[src/srw_pkg.sv]
// constants and carrier types for the reset supervisor
package srw_pkg;

  localparam int unsigned CLK_HZ          = 50_000_000;
  localparam int unsigned TICK_NS         = 1_000_000;
  localparam int unsigned CLK_NS          = 20;
  localparam int unsigned TICK_CYC        = TICK_NS / CLK_NS;
  localparam int unsigned TICK_W          = 16;

  localparam int unsigned DEBOUNCE_MS     = 40;
  localparam int unsigned STRETCH_MS      = 250;
  localparam int unsigned WD_SHORT_MS     = 150;
  localparam int unsigned WD_MID_MS       = 600;
  localparam int unsigned WD_LONG_MS      = 1200;
  localparam int unsigned MS_W            = 11;

  localparam logic [MS_W-1:0] DEBOUNCE_TICKS = MS_W'(DEBOUNCE_MS);
  localparam logic [MS_W-1:0] STRETCH_TICKS  = MS_W'(STRETCH_MS);
  localparam logic [MS_W-1:0] WD_SHORT_TICKS = MS_W'(WD_SHORT_MS);
  localparam logic [MS_W-1:0] WD_MID_TICKS   = MS_W'(WD_MID_MS);
  localparam logic [MS_W-1:0] WD_LONG_TICKS  = MS_W'(WD_LONG_MS);

  // three-level select, resolved off chip into two levels
  typedef struct packed {
    logic tie_high;
    logic tie_low;
  } srw_tsel_s;

  // synchronised external inputs
  typedef struct packed {
    logic      supply_low;
    logic      margin_sel;
    logic      pushbutton_request_n;
    logic      watchdog_kick_n;
    srw_tsel_s tsel;
  } srw_in_s;

  localparam int unsigned IN_W = $bits(srw_in_s);

  typedef enum logic [3:0] {
    ST_RUN     = 4'b0001,
    ST_SUPPLY  = 4'b0010,
    ST_BUTTON  = 4'b0100,
    ST_STRETCH = 4'b1000
  } srw_state_e;

endpackage

[src/srw_supervisor.sv]
// reset supervisor: supply, push-button and watchdog reset merge
`timescale 1ns/1ps
module srw_supervisor
#(
  // clock cycles per time-base tick; a bench may shorten it
  parameter int unsigned TICK_DIV = srw_pkg::TICK_CYC
)
(
  // clock and reset
  input  wire logic i_sys_clk,
  input  wire logic i_resetn,
  // supply monitor
  input  wire logic i_supply_low,
  input  wire logic i_supply_margin_select,
  output logic      o_supply_margin_wide,
  // push-button and watchdog
  input  wire logic i_pushbutton_request_n,
  input  wire logic i_watchdog_kick_n,
  input  wire logic i_timeout_select_high,
  input  wire logic i_timeout_select_low,
  // processor reset
  output logic      o_reset,
  output logic      o_reset_n,
  output logic      o_reset_n_oe,
  output logic      o_reset_n_out
);
  import srw_pkg::*;

  srw_in_s            raw_in;
  srw_in_s            syn;
  srw_state_e         state_r;
  srw_state_e         state_nxt;
  logic [TICK_W-1:0]  pre_r;
  logic [TICK_W-1:0]  pre_nxt;
  logic               tick;
  logic [MS_W-1:0]    deb_r;
  logic [MS_W-1:0]    deb_nxt;
  logic [MS_W-1:0]    str_r;
  logic [MS_W-1:0]    str_nxt;
  logic [MS_W-1:0]    wd_r;
  logic [MS_W-1:0]    wd_nxt;
  logic               kick_d_r;
  logic               kick_d_nxt;
  logic               kick_fall;
  logic               btn_held;
  logic               wd_expire;
  logic               rst_r;
  logic               rst_nxt;
  logic               margin_r;
  logic               margin_nxt;
  logic [MS_W-1:0]    wd_limit;

  // decode of the three-level select
  function automatic logic [MS_W-1:0] wd_period(input srw_tsel_s s);
    logic [MS_W-1:0] p;
    p = WD_MID_TICKS;
    if (s.tie_low)
      p = WD_SHORT_TICKS;
    else if (s.tie_high)
      p = WD_LONG_TICKS;
    return p;
  endfunction

  assign raw_in.supply_low           = i_supply_low;
  assign raw_in.margin_sel           = i_supply_margin_select;
  assign raw_in.pushbutton_request_n = i_pushbutton_request_n;
  assign raw_in.watchdog_kick_n      = i_watchdog_kick_n;
  assign raw_in.tsel.tie_high        = i_timeout_select_high;
  assign raw_in.tsel.tie_low         = i_timeout_select_low;

  srw_sync #(
    .W (IN_W)
  ) u_sync (
    .i_sys_clk (i_sys_clk),
    .i_resetn  (i_resetn),
    .i_async   (raw_in),
    .o_sync    (syn)
  );

  always_comb
  begin
    tick    = (pre_r == TICK_W'(TICK_DIV - 1));
    pre_nxt = tick ? '0 : pre_r + TICK_W'(1);
  end

  assign wd_limit = wd_period(syn.tsel);

  // margin select forwarded to the analog comparator trim
  assign margin_nxt = syn.margin_sel;

  always_comb
  begin
    kick_d_nxt = syn.watchdog_kick_n;
    kick_fall  = kick_d_r & ~syn.watchdog_kick_n;
  end

  // debounce: count ms of continuous low
  always_comb
  begin
    deb_nxt = deb_r;
    if (syn.pushbutton_request_n)
      deb_nxt = '0;
    else if (tick && deb_r != DEBOUNCE_TICKS + MS_W'(1))
      deb_nxt = deb_r + MS_W'(1);
    // one extra tick covers the partial first ms
    btn_held = (deb_r == DEBOUNCE_TICKS + MS_W'(1));
  end

  // watchdog counter, runs only while outputs are released
  always_comb
  begin
    wd_nxt    = wd_r;
    wd_expire = 1'b0;
    if (syn.supply_low)
      wd_nxt = '0;
    // held at zero during reset, so restart at release
    else if (state_r != ST_RUN)
      wd_nxt = '0;
    else if (kick_fall)
      wd_nxt = '0;
    else if (tick)
    begin
      if (wd_r + MS_W'(1) >= wd_limit)
      begin
        wd_expire = 1'b1;
        wd_nxt    = '0;
      end
      else
        wd_nxt = wd_r + MS_W'(1);
    end
  end

  // reset sequencer
  always_comb
  begin
    state_nxt = state_r;
    str_nxt   = str_r;
    case (state_r)
      ST_RUN:
      begin
        str_nxt = '0;
        if (syn.supply_low)
          state_nxt = ST_SUPPLY;
        else if (btn_held)
          state_nxt = ST_BUTTON;
        else if (wd_expire)
          state_nxt = ST_STRETCH;
      end
      ST_SUPPLY:
      begin
        str_nxt = '0;
        if (!syn.supply_low)
          state_nxt = ST_STRETCH;
      end
      ST_BUTTON:
      begin
        str_nxt = '0;
        if (syn.supply_low)
          state_nxt = ST_SUPPLY;
        else if (syn.pushbutton_request_n)
          state_nxt = ST_STRETCH;
      end
      ST_STRETCH:
      begin
        // a supply low or a held button restarts the wait
        if (syn.supply_low)
        begin
          state_nxt = ST_SUPPLY;
          str_nxt   = '0;
        end
        else if (!syn.pushbutton_request_n && btn_held)
        begin
          state_nxt = ST_BUTTON;
          str_nxt   = '0;
        end
        else if (tick)
        begin
          // one extra tick covers the partial first ms
          if (str_r == STRETCH_TICKS)
            state_nxt = ST_RUN;
          else
            str_nxt = str_r + MS_W'(1);
        end
      end
      default:
      begin
        state_nxt = ST_SUPPLY;
        str_nxt   = '0;
      end
    endcase
    rst_nxt = (state_nxt != ST_RUN);
  end

  always_ff @(posedge i_sys_clk or negedge i_resetn)
  begin
    if (!i_resetn)
    begin
      pre_r    <= '0;
      deb_r    <= '0;
      wd_r     <= '0;
      str_r    <= '0;
      // synchroniser leaves reset low: no false edge on its rise
      kick_d_r <= 1'b0;
      // hold the processor in reset until supply is seen good
      state_r  <= ST_SUPPLY;
      rst_r    <= 1'b1;
      margin_r <= 1'b0;
    end
    else
    begin
      pre_r    <= pre_nxt;
      deb_r    <= deb_nxt;
      wd_r     <= wd_nxt;
      str_r    <= str_nxt;
      kick_d_r <= kick_d_nxt;
      state_r  <= state_nxt;
      rst_r    <= rst_nxt;
      margin_r <= margin_nxt;
    end
  end

  always_comb
  begin
    o_reset       = rst_r;
    o_reset_n     = ~rst_r;
    // open drain: pull low only while reset
    o_reset_n_oe  = rst_r;
    o_reset_n_out = 1'b0;
  end

  assign o_supply_margin_wide = margin_r;
endmodule

[src/srw_sync.sv]
// two-flop synchroniser for a bus of asynchronous levels
`timescale 1ns/1ps
module srw_sync
#(
  parameter int unsigned W = 1
)
(
  // clock and reset
  input  wire logic         i_sys_clk,
  input  wire logic         i_resetn,
  // levels
  input  wire logic [W-1:0] i_async,
  output logic      [W-1:0] o_sync
);
  logic [W-1:0] meta_r;
  logic [W-1:0] meta_nxt;
  logic [W-1:0] sync_r;
  logic [W-1:0] sync_nxt;

  always_comb
  begin
    meta_nxt = i_async;
    sync_nxt = meta_r;
  end

  // the button and strobe inputs idle high: every bit resets low, not to its idle value
  always_ff @(posedge i_sys_clk or negedge i_resetn)
  begin
    if (!i_resetn)
    begin
      meta_r <= '0;
      sync_r <= '0;
    end
    else
    begin
      meta_r <= meta_nxt;
      sync_r <= sync_nxt;
    end
  end

  assign o_sync = sync_r;
endmodule
[config.mk]
export PLATFORM = sky130hd
export DESIGN_NAME = srw_supervisor
export DESIGN_NICKNAME = d
export VERILOG_FILES = /design/src/srw_pkg.sv /design/src/srw_supervisor.sv /design/src/srw_sync.sv
export SDC_FILE = /design/constraint.sdc
export NUM_CORES = 1
export LEC_CHECK = 0
export BUFFER_PORTS_ARGS = -buffer_cell sky130_fd_sc_hd__clkbuf_2
export CAP_MARGIN = 25
export CORE_ASPECT_RATIO = 1.4
export CORE_MARGIN = 5
export CORE_UTILIZATION = 55
export DETAILED_ROUTE_END_ITERATION = 16
export PLACE_DENSITY = 0.86
export SYNTH_ARGS = -nofsm -noshare
export SYNTH_HDL_FRONTEND = slang
export SYNTH_HIERARCHICAL = 1
export SYNTH_SLANG_ARGS = --single-unit
[constraint.sdc]
create_clock -name i_sys_clk -period 2.77 [get_ports i_sys_clk]
set_clock_uncertainty 0.1 [all_clocks]
set_input_delay 0.6925 -clock i_sys_clk [delete_from_list [all_inputs] [get_ports i_sys_clk]]
set_output_delay 0.6925 -clock i_sys_clk [all_outputs]
set_load 0.01 [all_outputs]
==> results.json <==
{
  "outcome": "complete, no violations",
  "dp_hpwl_um": 4570,
  "async_flop_share_pct": 100,
  "crit_chain": "and4_1 > nand4_1 > nor2_1 > xor2_1 > ha_1 > a211oi_1 > a21bo_4 > nand2_1 > a31o_2",
  "grt_pass1_wl_um": 11600,
  "slew_violations": 0,
  "antenna_found_initial": 0,
  "cap_violations": 0,
  "drc_errors": 0,
  "clk_latency_ns": 0.34,
  "syn_area_um2": 3410,
  "gp_congestion": 0.835,
  "worstSetupEndpointType": "flip-flop",
  "num_antenna_cells": 0,
  "required_ns": 2.90,
  "synth_cells": 341,
  "final_cell_mix": "dfrtp_1, nor2_1, nand2_1, xor2_1, nand3_1",
  "power_density_nw_per_um2": 493,
  "ir_drop_uv": 357,
  "drt_iter0_markers": 106,
  "drt-pass1-iter-count": 4,
  "synth_seq_cells": 68,
  "slew_headroom_pct": 54.7,
  "dieArea_um2": 7890,
  "worstPathMaxFanout": 9,
  "synth_top_area_share_pct": 48.5,
  "overflow": 0,
  "hold_path.class": "input port to asynchronous set/reset pin",
  "syn_nets": 363,
  "min_period_ns": 2.61,
  "worst_setup_path_start_kind": "flip-flop",
  "grt_pass1_vias": 2597,
  "layout.nets": 384,
  "num_vias": 2495,
  "grt.total_usage_pct": 18.2,
  "routed_via_density": 5.72,
  "cts_sinks": 68,
  "fill_cells": 501,
  "io_buffers": 11,
  "root_buffer": "clkbuf_8",
  "power.total_mw": 1.86,
  "drive_gt1_share_pct": 11.5,
  "syn_to_final_growth_pct": 11.1,
  "dpl_cell_area_um2": 3590,
  "max_freq_mhz": 383,
  "synth_area_per_cell_um2": 9.99,
  "grt_max_degree": 46,
  "clk_pin_slew_worst_paths_ns": 0.07,
  "cts_tree": "built",
  "multiInputGateArea_um2": 1610,
  "synth-seq-area-share_pct": 50.0,
  "holdWs_ns": 0.241,
  "synth_edf_count": 0,
  "synth_ff_type": "dfrtp_1",
  "ios": 13,
  "final_area_um2": 3780,
  "die_h_um": 103,
  "cts_buffer_depth": 2,
  "slowest_stage": "dfrtp_1",
  "leakage_nw": 1.72,
  "min_period_over_period_pct": 94.4,
  "tightestPinTransition_ns": 0.677,
  "report.final.hold_viol_count": 0,
  "ys_top_cells_by_area": "dfrtp_1, xor2_1, ha_1",
  "setup_tns_ns": 0,
  "die_w_um": 76.5,
  "yosys_warnings": 6,
  "cts_hold_buf": 0,
  "synthDistinctLibCells": 48,
  "arrival_ns": 2.74,
  "critical_path_class": "flip-flop to flip-flop",
  "ant_nets": 0,
  "yosysTopAreaCell": "dfrtp_1",
  "final_common_cell": "dfrtp_1",
  "drt_wl_total_um": 6420,
  "initial_utilization_pct": 55.6,
  "htree_levels": 3,
  "detail_route.wl_per_cell_um": 14.7,
  "register_area_um2": 1700,
  "slowest_delay_ns": 0.41,
  "cts_made_buffers": 9,
  "fin_util_pct": 61.8,
  "num_rows": 34,
  "core_um2": 6130,
  "finalSetupViolCount": 0
}
[registers in the layout, indices dropped and copies added (netlist names), 4 cells and up]
| signal | flops |
|---|---|
| deb_r | 11 |
| pre_r | 16 |
| state_r | 4 |
| str_r | 11 |
| u_sync/meta_r | 6 |
| u_sync/o_sync | 6 |
| wd_r | 11 |
[critical path, delay by kind of cell, from the launching register on]
kind	cells	cell delay [ns]
XOR/XNOR	1	0.25
flip-flops	1	0.41
adder cells (fa/ha/maj)	1	0.30
AO/OA/AOI/OAI	3	0.80
AND/OR/NAND/NOR	4	0.66
[final timing paths]
path / slack [ns] / startpoint / cells after the start / endpoint
setup / recovery: 0.16 / wd_r[3]$_DFFE_PN0P_ / 9 / state_r[3]$_DFF_PN0_
hold / removal: 0.24 / i_resetn / 1 / pre_r[11]$_DFF_PN0_
max in group asynchronous: 1.64 / i_resetn / 2 / state_r[1]$_DFF_PN1_
setup reg to reg: 0.16 / wd_r[3]$_DFFE_PN0P_ / 9 / state_r[3]$_DFF_PN0_
min in group i_sys_clk: 0.25 / u_sync/meta_r[2]$_DFF_PN0_ / 0 / u_sync/o_sync[2]$_DFF_PN0_
hold reg to reg: 0.25 / u_sync/meta_r[2]$_DFF_PN0_ / 0 / u_sync/o_sync[2]$_DFF_PN0_
[cell families (layout without fill, tap and decap cells)]
kind of cell               count (synthesis)  count (layout)  synth area share [%]
DFF                                       68              68                  50.0
buffers and inverters                     24              47                  2.98
xor gates and xnor gates                  39              39                  10.0
other                                      1               1                 0.110
adders and majority gates                 14              14                  5.14
and+or+nand+nor                          160             160                  24.9
AOI/OAI and AO/OA                         35              35                  6.76
[where the power goes]
part	internal [mW]	switching [mW]
sequential	1.01	0.0189
clock	0.422	0.342
combinational	0.0275	0.0425
total	1.46	0.404
[final cells by class]
| class | count | share of cell area [%] |
|---|---|---|
| multi-input combinational | 249 | 42.6 |
| clock buffer | 10 | 3.64 |
| tap | 72 | 2.38 |
| inverter | 14 | 1.39 |
| timing repair buffer | 20 | 3.90 |
| sequential | 68 | 45.0 |
| clock inverter | 3 | 1.06 |
[synth_stat cells, types with 4 or more instances]
| cell | number |
|---|---|
| nor3_1 | 5 |
| a21oi_1 | 7 |
| nand4_1 | 14 |
| nor2b_1 | 5 |
| dfrtp_1 | 66 |
| nand3_1 | 20 |
| and2_1 | 4 |
| and4_1 | 8 |
| nor2_1 | 46 |
| xor2_1 | 24 |
| ha_1 | 14 |
| xnor2_1 | 15 |
| and3_1 | 6 |
| nand2_1 | 31 |
| o21ai_0 | 12 |
| inv_1 | 14 |
[layer usage]
layer / share of wire (%) / vias to the layer above / GRT usage (%) / routed length (um)
met1: 42 / 1225 / 21.2 / 2730
met4: 2.0 / 0 / 7.40 / 127
met3: 2.8 / 11 / 4.81 / 181
met5: 0 / - / 0 / 0
met2: 53 / 41 / 32.1 / 3390
li1: - / 1218 / - / -
[metrics by stage]
stage,worst slack [ns],instances
2_1_floorplan,0.0312,341
3_3_place_gp,0.177,422
3_5_place_dp,0.107,422
4_1_cts,0.0761,435
5_1_grt,-0.0515,436
6_report,0.156,436
[what timing repair did]
item / in CTS / in global routing
resized for setup: 0 / 4
endpoints found under the setup margin: 0 / 9
buffers inserted: 0 / 1
(Power assumes the default switching activity.)
